[src/ols_pkg.sv]
/*
  Constants, register map and carrier types for the optical link supervisor.
  Assumes a 40 MHz pclk and that the analog front end reports received margin
  and emission power as 8-bit codes.
*/
// What this block does
// The operating mode selector is sampled once after power-up and held until the next power-up.
// The high level lamp lights at margin 2x, the low level lamp at 1.5x and the carrier lamp at 1x.
// The optical link lamp lights only while the optical link with the peer is established.
// The status lamp lights while internal circuitry is healthy and is off otherwise; the block also keeps it off in the error state.
// Data passes between optical and wired sides only when status and carrier are both active.
// Emission power is compared against its window and a fault blinks carrier and both level lamps.
// An emission power fault switches the laser off and enters the error state.
// The error state holds until a power-on restart, after which normal operation is re-checked.
// In normal mode the wired link stays up and the laser keeps emitting while light is interrupted.
// In master or slave mode the wired link drops while light is interrupted; a master keeps emitting.
// In slave mode the laser stays off while the wired link is down.
// Pairs are only normal with normal, master with master, or master with slave.
// On a fieldbus the unit at the bus master is master mode and the unit at a slave is slave mode.
// During alignment both units are master or both normal so that both emit.
// The carrier-detect output is asserted while light from the peer is received.
// The fault blink toggles the three lamps in phase at a fixed rate derived from pclk.
package ols_pkg;
  typedef enum logic [1:0] {MODE_NORMAL, MODE_MASTER, MODE_SLAVE} mode_t;

  typedef struct packed {
    logic status;
    logic level_high;
    logic level_low;
    logic carrier;
    logic link;
  } lamps_t;

  // Margin codes are in quarters of the 1x reception threshold.
  localparam logic [7:0] LVL_CARRIER = 8'h04;
  localparam logic [7:0] LVL_LOW = 8'h06;
  localparam logic [7:0] LVL_HIGH = 8'h08;

  localparam logic [1:0] SW_MASTER = 2'h1;
  localparam logic [1:0] SW_SLAVE = 2'h2;
  localparam logic [1:0] SETTLE_LAST = 2'h3;

  localparam int unsigned CLK_HZ = 40000000;
  localparam int unsigned BLINK_HALF_MS = 250;
  localparam int unsigned BLINK_HALF_CYCLES = BLINK_HALF_MS * (CLK_HZ / 1000);
  localparam int unsigned BLINK_W = 24;

  localparam logic [7:0] ADDR_STATUS = 8'h00;
  localparam logic [7:0] ADDR_PWR_LO = 8'h04;
  localparam logic [7:0] ADDR_PWR_HI = 8'h08;
  localparam logic [7:0] ADDR_IRQ_STAT = 8'h0C;
  localparam logic [7:0] ADDR_IRQ_MASK = 8'h10;
  localparam logic [7:0] PWR_LO_RESET = 8'h40;
  localparam logic [7:0] PWR_HI_RESET = 8'hC0;

  localparam int unsigned EV_FAULT = 0;
  localparam int unsigned EV_CARRIER_LOST = 1;
  localparam int unsigned EV_CARRIER_GAINED = 2;
  localparam int unsigned EV_LINK_LOST = 3;
  localparam int unsigned EV_N = 4;
endpackage

[src/optical_link_supervisor.sv]
/*
  Supervisor for one unit of a paired optical Ethernet repeater: mode latch,
  lamps, laser and wired-link control, emission power fault, APB registers.
  Assumes all sensor and switch inputs are asynchronous pins and that presetn
  is the power-on reset.
*/
`timescale 1ns/1ps
module optical_link_supervisor
  import ols_pkg::*;
#(
  parameter int unsigned BLINK_CYCLES = BLINK_HALF_CYCLES
) (
  // Clock and reset.
  input wire logic pclk,
  input wire logic presetn,
  // APB slave.
  input wire logic psel,
  input wire logic penable,
  input wire logic pwrite,
  input wire logic [7:0] paddr,
  input wire logic [31:0] pwdata,
  output logic [31:0] prdata,
  output logic pready,
  output logic pslverr,
  // Pins from the switch and the front end.
  input wire logic [1:0] mode_switch,
  input wire logic [7:0] rx_margin,
  input wire logic [7:0] emit_power,
  input wire logic peer_link,
  input wire logic circuit_ok,
  input wire logic lan_phy_up,
  // Lamps, drives and interrupt.
  output lamps_t lamps,
  output logic carrier_present,
  output logic laser_en,
  output logic lan_link_en,
  output logic pass_en,
  output logic irq
);

  typedef struct packed {
    logic [1:0] sw_m;
    logic [1:0] sw_s;
    logic [7:0] margin_m;
    logic [7:0] margin_s;
    logic [7:0] power_m;
    logic [7:0] power_s;
    logic [2:0] pin_m;
    logic [2:0] pin_s;
    mode_t mode;
    logic [1:0] settle;
    logic mode_valid;
    logic error;
    logic [BLINK_W-1:0] blink_cnt;
    logic blink;
    logic [7:0] pwr_lo;
    logic [7:0] pwr_hi;
    logic [EV_N-1:0] irq_stat;
    logic [EV_N-1:0] irq_mask;
    lamps_t lamps;
    logic carrier_present;
    logic laser_en;
    logic lan_link_en;
    logic pass_en;
    logic irq;
    logic [31:0] prdata;
    logic pready;
    logic pslverr;
  } state_t;

  state_t s;
  state_t next_s;
  logic carrier_now;
  logic link_now;
  logic ok_now;
  logic lan_up_now;
  logic fault_now;
  logic access;
  logic commit;
  logic [EV_N-1:0] events;
  logic [EV_N-1:0] clear;

  assign carrier_now = s.margin_s >= LVL_CARRIER;
  assign link_now = s.pin_s[0];
  assign ok_now = s.pin_s[1];
  assign lan_up_now = s.pin_s[2];
  // Power is judged only while the laser was already on, since a dark laser reads far below the window.
  assign fault_now = s.laser_en && (s.power_s < s.pwr_lo || s.power_s > s.pwr_hi);
  assign access = psel && penable && !s.pready;
  // Writes land only at the edge where the master sees pready, so an access the master gives up changes nothing.
  assign commit = psel && penable && pwrite && s.pready;

  always_comb begin
    next_s = s;
    events = '0;
    clear = '0;

    // Pins pass two flops before any logic looks at them.
    next_s.sw_m = mode_switch;
    next_s.sw_s = s.sw_m;
    next_s.margin_m = rx_margin;
    next_s.margin_s = s.margin_m;
    next_s.power_m = emit_power;
    next_s.power_s = s.power_m;
    next_s.pin_m = {lan_phy_up, circuit_ok, peer_link};
    next_s.pin_s = s.pin_m;

    // The switch is read once the synchroniser has filled; later moves are ignored.
    if (!s.mode_valid) begin
      if (s.settle == SETTLE_LAST) begin
        next_s.mode_valid = 1'b1;
        unique case (s.sw_s)
          SW_MASTER: next_s.mode = MODE_MASTER;
          SW_SLAVE: next_s.mode = MODE_SLAVE;
          default: next_s.mode = MODE_NORMAL;
        endcase
      end else begin
        next_s.settle = s.settle + 2'h1;
      end
    end

    // Only a power-on reset leaves the error state.
    if (fault_now) begin
      next_s.error = 1'b1;
    end

    if (s.blink_cnt == BLINK_W'(BLINK_CYCLES - 1)) begin
      next_s.blink_cnt = '0;
      next_s.blink = !s.blink;
    end else begin
      next_s.blink_cnt = s.blink_cnt + BLINK_W'(1);
    end

    next_s.lamps.status = ok_now && !s.error;
    next_s.lamps.link = link_now;
    if (s.error) begin
      next_s.lamps.carrier = s.blink;
      next_s.lamps.level_low = s.blink;
      next_s.lamps.level_high = s.blink;
    end else begin
      next_s.lamps.carrier = carrier_now;
      next_s.lamps.level_low = s.margin_s >= LVL_LOW;
      next_s.lamps.level_high = s.margin_s >= LVL_HIGH;
    end
    next_s.carrier_present = carrier_now;
    next_s.pass_en = ok_now && !s.error && carrier_now;

    next_s.laser_en = 1'b0;
    next_s.lan_link_en = 1'b0;
    if (s.mode_valid) begin
      unique case (s.mode)
        MODE_NORMAL: begin
          next_s.lan_link_en = 1'b1;
          next_s.laser_en = !s.error && !fault_now;
        end
        MODE_MASTER: begin
          next_s.lan_link_en = carrier_now;
          next_s.laser_en = !s.error && !fault_now;
        end
        MODE_SLAVE: begin
          next_s.lan_link_en = carrier_now;
          next_s.laser_en = !s.error && !fault_now && lan_up_now;
        end
      endcase
    end

    events[EV_FAULT] = fault_now && !s.error;
    events[EV_CARRIER_LOST] = s.carrier_present && !carrier_now;
    events[EV_CARRIER_GAINED] = !s.carrier_present && carrier_now;
    events[EV_LINK_LOST] = s.lamps.link && !link_now;

    // Registers answer one cycle into the access phase.
    next_s.pready = access;
    next_s.pslverr = 1'b0;
    next_s.prdata = '0;
    if (access || commit) begin
      unique case (paddr)
        ADDR_STATUS: begin
          if (access) begin
            next_s.prdata = {23'h0, s.pass_en, s.lan_link_en, s.laser_en, s.lamps.link,
                             s.carrier_present, s.error, s.mode_valid, s.mode};
            next_s.pslverr = pwrite;
          end
        end
        ADDR_PWR_LO: begin
          if (access) begin
            next_s.prdata = {24'h000000, s.pwr_lo};
          end
          if (commit) begin
            next_s.pwr_lo = pwdata[7:0];
          end
        end
        ADDR_PWR_HI: begin
          if (access) begin
            next_s.prdata = {24'h000000, s.pwr_hi};
          end
          if (commit) begin
            next_s.pwr_hi = pwdata[7:0];
          end
        end
        ADDR_IRQ_STAT: begin
          if (access) begin
            next_s.prdata = {28'h0000000, s.irq_stat};
          end
          if (commit) begin
            clear = pwdata[EV_N-1:0];
          end
        end
        ADDR_IRQ_MASK: begin
          if (access) begin
            next_s.prdata = {28'h0000000, s.irq_mask};
          end
          if (commit) begin
            next_s.irq_mask = pwdata[EV_N-1:0];
          end
        end
        default: next_s.pslverr = access;
      endcase
    end
    // A new event outranks a clear in the same cycle.
    next_s.irq_stat = (s.irq_stat & ~clear) | events;
    next_s.irq = |(next_s.irq_stat & next_s.irq_mask);
  end

  always_ff @(posedge pclk or negedge presetn) begin
    if (!presetn) begin
      s <= '0;
      s.mode <= MODE_NORMAL;
      s.pwr_lo <= PWR_LO_RESET;
      s.pwr_hi <= PWR_HI_RESET;
    end else begin
      s <= next_s;
    end
  end

  assign prdata = s.prdata;
  assign pready = s.pready;
  assign pslverr = s.pslverr;
  assign lamps = s.lamps;
  assign carrier_present = s.carrier_present;
  assign laser_en = s.laser_en;
  assign lan_link_en = s.lan_link_en;
  assign pass_en = s.pass_en;
  assign irq = s.irq;
endmodule // optical_link_supervisor

[config.mk]
export PLATFORM = sky130hd
export DESIGN_NAME = optical_link_supervisor
export DESIGN_NICKNAME = d
export VERILOG_FILES = /design/src/ols_pkg.sv /design/src/optical_link_supervisor.sv
export SDC_FILE = /design/constraint.sdc
export NUM_CORES = 1
export LEC_CHECK = 0
export ABC_AREA = 0
export BUFFER_PORTS_ARGS = -buffer_cell sky130_fd_sc_hd__buf_2
export CELL_PAD_IN_SITES_DETAIL_PLACEMENT = 0
export CELL_PAD_IN_SITES_GLOBAL_PLACEMENT = 1
export CORE_ASPECT_RATIO = 1.1
export CORE_MARGIN = 3
export CORE_UTILIZATION = 42
export DETAILED_ROUTE_END_ITERATION = 12
export GPL_TIMING_DRIVEN = 0
export PLACE_DENSITY = 0.85
export SYNTH_ARGS = -nofsm -noshare
export SYNTH_HDL_FRONTEND = slang
export SYNTH_SLANG_ARGS = --single-unit
export TNS_END_PERCENT = 10
[constraint.sdc]
create_clock -name pclk -period 2.5 [get_ports pclk]
set_clock_uncertainty 0.05 [all_clocks]
set_input_delay 0.125 -clock pclk [delete_from_list [all_inputs] [get_ports pclk]]
set_output_delay 0.125 -clock pclk [all_outputs]
set_load 0.01 [all_outputs]
Yosys cells after proc, flatten, opt, wreduce, memory -nomap -nowiden
Index checks and enable logic that the tools add are counted.
- add/sub/neg operators: 2
- $lt $le $gt $ge: 5
- equality and inequality tests: 10
- muxes and demuxes: 23
- bitwise gates (word level): 6
- reduce and logical (&&, ||, !) cells: 30
- operators by type and width (kind ; count):
    one-hot mux 9 bit (5 select lines) ; 1
    two-way mux 4 bit ; 8
    adder 24 x 1 -> 24 bit (second input constant) ; 1
    == test 24 bit (second input constant) ; 1
    two-way mux 24 bit ; 1
    two-way mux 9 bit ; 2
    == test 8 x 4 -> 1 bit (second input constant) ; 2
    greater-or-equal comparator 8 x 3 -> 1 bit (second input constant) ; 2
    two-way mux 8 bit ; 2
    logical AND 1 bit ; 13
    bitwise AND 4 bit ; 2
    == test 8 x 3 -> 1 bit (second input constant) ; 1
    == test 8 x 5 -> 1 bit (second input constant) ; 1
    greater-or-equal comparator 8 x 4 -> 1 bit (second input constant) ; 1
    > comparator 8 bit ; 1
    logical NOT 8 bit ; 1
    < comparator 8 bit ; 1
    OR reduction 4 bit ; 2
    logical NOT 1 bit ; 7
    == test 2 bit (second input constant) ; 3
    one-hot mux 2 bit (3 select lines) ; 1
    AND reduction 3 bit ; 2
    == test 2 x 1 -> 1 bit (second input constant) ; 2
    two-way mux 1 bit ; 4
    11 further kinds ; 14
- register bits after elaboration: 141
- bits of input ports: 66
- output and inout bits: 44
- logic and storage cells: 107

Longest topological paths before layout
Gate-level depths: netlist of the first run.
- depth after elaboration: 11
- mapped depth: 8
- depth with buffers taken out: 8

Least setup slack after synthesis of the first run
OpenSTA, ideal clock, no wires.
- path type: flip-flop to flip-flop
- start point: register s[80] (netlist name)
- end point: register s[72] (netlist name)
- library setup time: 0.132 ns
- data arrival time: 1.812 ns
- required time: 2.318 ns
- setup slack: 0.507 ns
- stages on the path, launching flop included: 7
- path buffers: 1
- clock period less this slack: 1.993 ns
- cell sequence: dfrtp_1 > or4b_1 > nor4_1 > nand2_1 > nor2_1 > clkbuf_1 > nor2_1
- RTL lines (item ; RTL line ; RTL):
    from (decl) ; optical_link_supervisor.sv:71 ; state_t s;
    from (signal assigned) ; optical_link_supervisor.sv:232 ; s <= next_s;

==> results.ini, run 1 <==
[yosys]
synth.top_cell.area_share_pct=57.1
muxShareOfSynthArea_pct=5.96
synth_cell_types=47
syn_area_per_cell_um2=11.8
synth_seq_cells=116
syn_area_um2=4960
synth_top_family_by_area=simple AND/OR/NAND/NOR gates
yosys.area_share.simple_pct=13.2
synthAdderAreaFrac_pct=4.80
synthCells=419
synth_xor_area_share_pct=4.06
synth_area_leaders=dfrtp_1 (57%), buf_4 (5.6%), ha_1 (4.8%), nor2_1 (3.2%), nand2_1 (2.6%)
synth_ff_type=dfrtp_1
ys_async_sr_fraction_pct=100
synth_compound_area_share_pct=5.53
seq_area_frac_synth_pct=58.6
synth_edf_count=0
yosys_warnings=0
yosysTopAreaCell=dfrtp_1

[hold_path]
min_from=paddr[2]
hp-class=in -> reg

[timing]
tightest_slew_ns=0.663
whs_ns=0.141
finalSetupViolations=0
rsz0062_at_grt=no
finalCriticalPeriod_ns=2.35
hold_violations=0
period_share_pct=93.9
max_freq_mhz=426
setup_tns_ns=0
slew_viol_final=0
slew_headroom_pct=55.8

[floorplan]
die-area_um2=13100
core_area_um2=11200
ios=110
initial_core_util_pct=44.2
die_h_um=120
rows=40
die_x_um=110

[layout]
drive_above_1_share_pct=26.8
nFillCells=924
layout.cells.non_filler=714
layout.nets=639
diodes=0
postLayoutCoreUtil_pct=57.4
stdcell_area_um2=6430
area_growth_pct=29.8

[drt]
drt-initial-drc-count=85
viasPerCell=4.69
wl_per_cell_um=13.1
ant_nets=0
drcViolationCount=0
drtPass1Iterations=5
finalWirelength_mm=9.33
vias=3351

[job]
cap_viol_max_count=0

[critical_path]
end_kind=flop
crit_required_ns=2.71
critPathLaunchType=flop
cp.arrival_ns=2.56
critical_path.startpoint=s[80]
critPathKind=reg -> reg
cp_max_fo=10
r2r-start=s[80]

[placed_design]
dp_hpwl_mm=6.69
portBuffers=61
place_congestion=0.819
placedInstanceArea_um2=5560
placed_cells=650

[clock_tree]
clk_root_buffer_cell=clkbuf_16
clk_latency_ns=0.40
tritoncts=yes
clockBufferDepth=2
clock_sinks=116
cts_setup_buffers=0
cts-buffers-inserted=17
htreeDepth=4
clkSlewWorstSetupHoldPaths_ns=0.06

[power]
p_per_area_nw_per_um2=705
ir_drop_uv=367
p_leak_nw=3.15

[global_route]
grt_max_degree=68
antenna_found_initial=0
overflow=0
grt_pass1_vias=3290
grt_pass1_wl_mm=15.5
grt_use_total_pct=15.2

[outcome]
outcome=finished, final reports clean

## Yosys cell counts (4+ instances only)
master	n
mux2_1	9
a22oi_1	4
a21oi_1	13
nor3_1	5
clkbuf_1	4
dfrtp_1	113
mux2i_1	4
nor2b_1	7
o21ai_1	10
xnor2_1	11
nand3_1	10
mux4_2	4
o21ai_0	5
ha_1	19
nor2_1	42
nand2_1	34
nand4_1	9
xor2_1	12
inv_1	23
buf_4	37
## sequential cells by signal, indices dropped and copies added, names as in the netlist
signal           flops
s                   72
next_s              20
prdata               9
lamps                5
carrier_present      1
irq                  1
lan_link_en          1
lan_up_now           1
laser_en             1
link_now             1
ok_now               1
pass_en              1
pready               1
pslverr              1
## logic make-up (layout without fill, tap and decap cells)
| kind of cell | count (synthesis) | count (layout) |
|---|---|---|
| adder cells (fa/ha/maj) | 19 | 19 |
| multiplexers | 22 | 22 |
| AND/OR/NAND/NOR | 128 | 128 |
| buffers and inverters | 65 | 191 |
| flip-flops | 116 | 116 |
| AO/OA/AOI/OAI | 45 | 45 |
| XOR/XNOR | 23 | 23 |
| other | 1 | 23 |
## path summary, 6_finish.rpt
kind / to / depth (start not counted) / slack (ns)
worst max-delay path: s[74] / 6 / 0.15
worst min-delay path: s[54] / 4 / 0.14
worst max register to register: s[74] / 6 / 0.15
worst min register to register: s[127] / 0 / 0.30
max in group asynchronous: s[107] / 3 / 1.42
min in group asynchronous: lan_link_en / 2 / 0.25
## report_power, final
| part | switching [W] | total, W | internal [W] |
|---|---|---|---|
| Combinational | 0.000171 | 0.000346 | 0.000175 |
| Sequential | 0.0000458 | 0.00200 | 0.00195 |
| Clock | 0.000901 | 0.00219 | 0.00129 |
| Total | 0.00112 | 0.00453 | 0.00342 |
## area by class of cell
| type | count | area (um2) | share of cell area (%) |
|---|---|---|---|
| buffer | 42 | 298 | 4.63 |
| clock buffer | 17 | 425 | 6.61 |
| clock inverter | 15 | 123 | 1.91 |
| inverter | 23 | 86.3 | 1.34 |
| multi-input combinational | 260 | 1750 | 27.3 |
| sequential | 116 | 2910 | 45.2 |
| tap | 147 | 184 | 2.86 |
| timing repair buffer | 94 | 656 | 10.2 |
## metrics by stage
stage / worst slack, ns / total power (W)
global route: 0.000801 / 0.00472
detailed placement: 0.110 / 0.00234
finish: 0.154 / 0.00453
CTS: 0.0937 / 0.00459
floorplan: 0.507 / 0.00219
global placement: -0.0146 / 0.00233
## repair_timing
action,4_1_cts,5_1_grt
hold buffers,32,0
resized for setup,0,1
endpoints found under the setup margin,0,1
endpoints found under the hold margin,88,0
## layer usage
metal	track usage (%)	share of wire (%)	vias up
li1	-	-	1643
met5	0	0	-
met4	4.68	0.98	0
met1	18.6	43	1614
met3	4.63	5.2	10
met2	25.6	51	84
## cells in the final DEF, fill, tap and decap left out, types with 4 or more instances in the layout
cell type	synthesis	routed
clkbuf_1	4	4
mux2_1	9	9
o21ai_1	10	10
mux2i_1	4	4
nor2b_1	7	7
nor3_1	5	5
clkbuf_16	0	17
nor2_1	42	42
mux4_2	4	4
nand4_1	9	9
nand3_1	10	10
o21ai_0	5	5
conb_1	1	23
a21oi_1	13	13
a22oi_1	4	4
ha_1	19	19
xor2_1	12	12
buf_4	37	38
xnor2_1	11	11
inv_1	23	23
inv_6	0	6
dfrtp_1	113	113
nand2_1	34	34
buf_2	1	61
dlygate4sd3_1	0	32
## critical path, stage by stage, from the launching register on
cell and delay [ns]:
dfrtp_1 0.44, or4b_1 0.55, nor4_1 0.35, nand2_1 0.11
nor2_1 0.19, clkbuf_1 0.41, nor2_1 0.10
Power figures use the tool's default switching activity.
==> inputs of run 2 (changes only) <==
--- a/config.mk
+++ b/config.mk
@@ -10,5 +10,5 @@
 export CELL_PAD_IN_SITES_DETAIL_PLACEMENT = 0
 export CELL_PAD_IN_SITES_GLOBAL_PLACEMENT = 1
-export CORE_ASPECT_RATIO = 1.1
+export CORE_ASPECT_RATIO = 1.2
 export CORE_MARGIN = 3
 export CORE_UTILIZATION = 42
==> constraint.sdc (replaced) <==
create_clock -name pclk -period 2.5 [get_ports pclk]
set_clock_uncertainty 0.05 [all_clocks]
set_input_delay 0.25 -clock pclk [delete_from_list [all_inputs] [get_ports pclk]]
set_output_delay 0.25 -clock pclk [all_outputs]
set_load 0.01 [all_outputs]
==> run 2 against run 1 <==
Against the previous run:
- count of clock-buffer cells in the layout up 7
- final area down 1.0%
- critical path depth up 2
- clock power up 6%
- final cell count down 0.56%
- die area about the same
- sequential share of layout area up 0.47 points
- global-route usage up 0.64 points
- non-clock buffer count down 11
- core utilization down 1.0 points
- combinational power down 3%
- largest cell class unchanged
- largest power group unchanged
==> results.ini, run 2 (synthesis gave the netlist of run 1 again) <==
[outcome]
outcome=finished, final reports clean

[critical_path]
end_kind=flop
cp_max_fo=3
critPathKind=reg -> reg
critPathLaunchType=flop
cp.arrival_ns=2.49
worst_r2r_path_depth=8
crit_required_ns=2.73

[floorplan]
rows=42
die-area_um2=13100
die_h_um=125
ios=110
initial_core_util_pct=43.9
core_area_um2=11300
die_x_um=105

[power]
p_leak_nw=3.13
pwr-share-comb_pct=7.2
p_per_area_nw_per_um2=731
swShare_pct=21.4
ir_drop_uv=500
power.switching_w=0.000995
p_total_w=0.00465
p_int_w=0.00366
pwr-share-seq_pct=43.0
clkPwrFrac_pct=49.8

[clock_tree]
clockBufferDepth=2
clk_root_buffer_cell=clkbuf_16
cts-buffers-inserted=17
clkSlewWorstSetupHoldPaths_ns=0.05
htreeDepth=4
cts_setup_buffers=0
clock_sinks=116
clk_latency_ns=0.40
tritoncts=yes

[layout]
top_register=s
postLayoutCoreUtil_pct=56.3
largest_reg_flops=72
mostFrequentLayoutCell=dfrtp_1
layout.cells.non_filler=710
drive_above_1_share_pct=26.8
layout.nets=628
diodes=0
area_growth_pct=28.4
final_cell_mix=dfrtp_1 (113), buf_2 (61), nor2_1 (42)

[placed_design]
portBuffers=61
placed_cells=657
place_congestion=0.811
dp_slack_ns=0.0585
dp_hpwl_mm=7.00

[drt]
drcViolationCount=0
finalWirelength_mm=9.59
drt-initial-drc-count=132
viasPerCell=4.69
vias=3332
ant_nets=0
drtPass1Iterations=4
wl_per_cell_um=13.5

[timing]
period_share_pct=90.1
finalCriticalPeriod_ns=2.25
slew_headroom_pct=42.5
finalSetupViolations=0
whs_ns=0.0206
hold_violations=0
slew_viol_final=0
tightest_slew_ns=0.862
max_freq_mhz=444
fin_ws_ns=0.247
rsz0062_at_grt=no

[global_route]
grt_max_degree=71
grt_pass1_vias=3461
grt_use_total_pct=15.9
grt_pass1_wl_mm=16.4
antenna_found_initial=0
overflow=0

[hold_path]
hold-path-cell-count=3
hp-class=in -> reg

[job]
cap_viol_max_count=0

run 2: cell types whose count changed in the layout (fill, tap and decap cells not counted), moves of 2 or more:
| cell | delta |
|---|---|
| clkbuf_8 | +3 |
| inv_6 | -6 |
| clkbuf_1 | +3 |
| dlygate4sd3_1 | -11 |
| bufinv_16 | +2 |
| clkinvlp_4 | -2 |
run 2: timing repair:
item	4_1_cts	5_1_grt
hold buffers	21	0
endpoints found under the setup margin	0	11
hold endpoints to repair	89	0
resized for setup	0	3
run 2: path summary, 6_finish.rpt:
kind                        startpoint  endpoint  slack, ns
max reg2reg                      s[59]       irq       0.25
min reg2reg                next_s[109]    s[109]       0.29
min in group asynchronous      presetn  lamps[4]       0.45
min                          pwdata[7]     s[59]       0.02
max in group asynchronous      presetn     s[58]       1.17
max                              s[59]       irq       0.25
run 2: metal layers:
metal  vias to the layer above  GRT usage [%]  part of all wire, %
met2                        85           28.3                   55
met1                      1623           17.9                   39
met5                         -              0                    0
met4                         0           5.71                  1.2
met3                        10           4.90                  4.7
li1                       1614              -                    -
run 2: cell type report:
type | instances | area (um2)
clock buffers | 24 | 482
repair buffers | 83 | 546
well taps | 154 | 193
multi-input cells | 260 | 1750
fillers | 967 | 4930
clock inverters | 8 | 100
flip-flops and latches | 116 | 2910
plain buffers | 42 | 299
inverters | 23 | 86.3
run 2: power groups by stage:
stage / registers, W / logic [W] / clock network [W]
CTS: 0.00200 / 0.000336 / 0.00237
detailed placement: 0.00203 / 0.000309 / 0
global route: 0.00201 / 0.000377 / 0.00246
finish: 0.00200 / 0.000334 / 0.00232
floorplan: 0.00202 / 0.000172 / 0
global placement: 0.00203 / 0.000294 / 0
run 2: through the flow:
step                instance area (um2)  setup TNS (ns)
finish                             6360               0
floorplan                          5040               0
global route                       6360               0
global placement                   5540          -14.86
CTS                                6360               0
detailed placement                 5570               0
run 2: worst max-delay path, stage by stage, from the launching register on:
cell and delay [ns]:
dfstp_2 0.52, inv_1 0.06, ha_1 0.31, nand4_1 0.12
nor2_1 0.16, a21oi_1 0.07, o31ai_2 0.39, o21ai_1 0.15
a221o_1 0.31
==> inputs of run 3 (changes only) <==
- BUFFER_PORTS_ARGS: -buffer_cell sky130_fd_sc_hd__buf_2 -> not set
- CORE_UTILIZATION: 42 -> 45
- DONT_BUFFER_PORTS: not set -> 1
- PLACE_DENSITY: 0.85 -> 0.81
- clock period: 2.5 -> 1.97 ns (I/O delays scaled with it)
==> run 3 against run 2 <==
Against the previous run:
- the flow now finishes with violations (hold timing, setup timing)
- sequential power grew 28%
- wire length shrank 3.1%
- clock power grew 34%
- sequential share of layout area grew 0.49 points
- first-iteration DRC count shrank 19%
- largest power group unchanged
- hold slack lost 0.59 ns
- final cell count shrank 10%
- global-route usage grew 0.65 points
- critical path type unchanged
- count of clock-buffer cells in the layout shrank 3
==> results.ini, run 3 (synthesis gave the netlist of run 1 again) <==
[layout]
nFillCells=863
area_growth_pct=27.2
final-seq-area_um2=2910
largest_reg_flops=72
diodes=0
stdcell_area_um2=6300
postLayoutCoreUtil_pct=59.3
top_register=s
layout.nets=581
multi_input_area_um2=1870
final_cell_mix=dfrtp_1 (111), buf_4 (41), nor2_1 (39)
drive_above_1_share_pct=23.0
mostFrequentLayoutCell=dfrtp_1

[timing]
slew_viol_final=0
rsz0062_at_grt=yes
whs_ns=-0.570
setup_tns_ns=-0.195
hold_violations=116
period_share_pct=107
finalSetupViolations=2
tightest_slew_ns=0.649
fin_ws_ns=-0.138
max_freq_mhz=474
slew_headroom_pct=56.7
finalCriticalPeriod_ns=2.11

[drt]
wl_per_cell_um=14.6
drcViolationCount=0
drt-initial-drc-count=107
vias=3119
finalWirelength_mm=9.29
ant_nets=0
viasPerCell=4.89
drtPass1Iterations=4

[power]
swShare_pct=21.1
p_int_w=0.00471
pwr-share-seq_pct=42.7
power.switching_w=0.00126
ir_drop_uv=654
clkPwrFrac_pct=51.8
p_per_area_nw_per_um2=948
p_total_w=0.00597
pwr-share-comb_pct=5.4
p_leak_nw=2.95

[global_route]
antenna_found_initial=0
grt_use_total_pct=16.5
grt_pass1_wl_mm=15.4
overflow=0
grt_pass1_vias=3213
grt_max_degree=117

[clock_tree]
clkSlewWorstSetupHoldPaths_ns=0.05
clock_sinks=116
cts-buffers-inserted=17
clk_root_buffer_cell=clkbuf_16
clockBufferDepth=2
clk_latency_ns=0.41
htreeDepth=4
tritoncts=yes

[floorplan]
rows=41
initial_core_util_pct=46.7
die_h_um=121
ios=110
die-area_um2=12300
core_area_um2=10600
die_x_um=102

[placed_design]
dp_hpwl_mm=6.36
placedInstanceArea_um2=5200
portBuffers=0
place_congestion=0.799

[critical_path]
cp_max_fo=2
crit_required_ns=2.21
end_kind=flop
cp.arrival_ns=2.35
critPathLaunchType=flop
worst_r2r_path_depth=9
critPathKind=reg -> reg
reg2reg_setup_slack_ns=-0.14

[outcome]
outcome=finished, violations left
violations=hold timing, setup timing

[job]
cap_viol_max_count=0

[hold_path]
hp-class=in -> async

-- run 3: cell count changes in the layout (fill, tap and decap cells not counted), sizes merged --
cell	previous run	this run
dlygate4sd3	21	32
clkinvlp	1	3
buf	100	43
clkbuf	28	24
bufinv	2	3
-- run 3: worst paths after layout --
kind / endpoint / startpoint
worst min register to register: s[110] / next_s[110]
min in group pclk: s[57] / paddr[3]
max in group asynchronous: s[66] / presetn
worst min-delay path: prdata[3] / presetn
worst max-delay path: irq / s[58]
worst max register to register: irq / s[58]
-- run 3: what timing repair did --
| item | 4_1_cts | 5_1_grt |
|---|---|---|
| hold buffers | 31 | 1 |
| cloned | 0 | 0 |
| endpoints found under the hold margin | 161 | 120 |
| endpoints found under the setup margin | 16 | 25 |
| pin swaps | 6 | 7 |
| setup buffers | 4 | 0 |
| gates resized for setup | 17 | 16 |
-- run 3: area by class of cell --
cell class | count | share of cell area, %
flip-flops and latches | 116 | 46.2
clock buffers | 21 | 7.31
well taps | 129 | 2.56
clock inverters | 11 | 2.42
repair buffers | 36 | 5.56
multi-input cells | 260 | 29.7
plain buffers | 42 | 4.90
inverters | 23 | 1.37
-- run 3: power by group through the flow --
stage	Combinational (W)	Sequential, W	Clock, W
6_report	0.000325	0.00255	0.00310
5_1_grt	0.000358	0.00256	0.00328
4_1_cts	0.000312	0.00255	0.00317
3_5_place_dp	0.000245	0.00259	0
3_3_place_gp	0.000241	0.00259	0
2_1_floorplan	0.000218	0.00256	0
-- run 3: through the flow --
step                setup slack [ns]  cells
floorplan                    -0.0636    441
global placement              -0.471    570
detailed placement            -0.503    570
CTS                           -0.126    637
global route                  -0.228    638
finish                        -0.138    638
-- run 3: critical path: stages, from the launching register on --
cell and delay (ns):
dfstp_2 0.53, inv_2 0.05, ha_4 0.26, nand4_1 0.14, nor2_2 0.16, a211oi_2 0.05
o31ai_2 0.22, buf_4 0.16, o21ai_2 0.06, a221o_1 0.30
-- run 3: metal layers --
layer  up-vias  wire (um)  global-route usage [%]  share of wire [%]
met1      1501       3830                    19.4                 41
met5         -          0                       0                  0
met2        81       4720                    27.3                 51
li1       1520          -                       -                  -
met4         0        248                    8.31                2.7
met3        17        489                    4.89                5.3
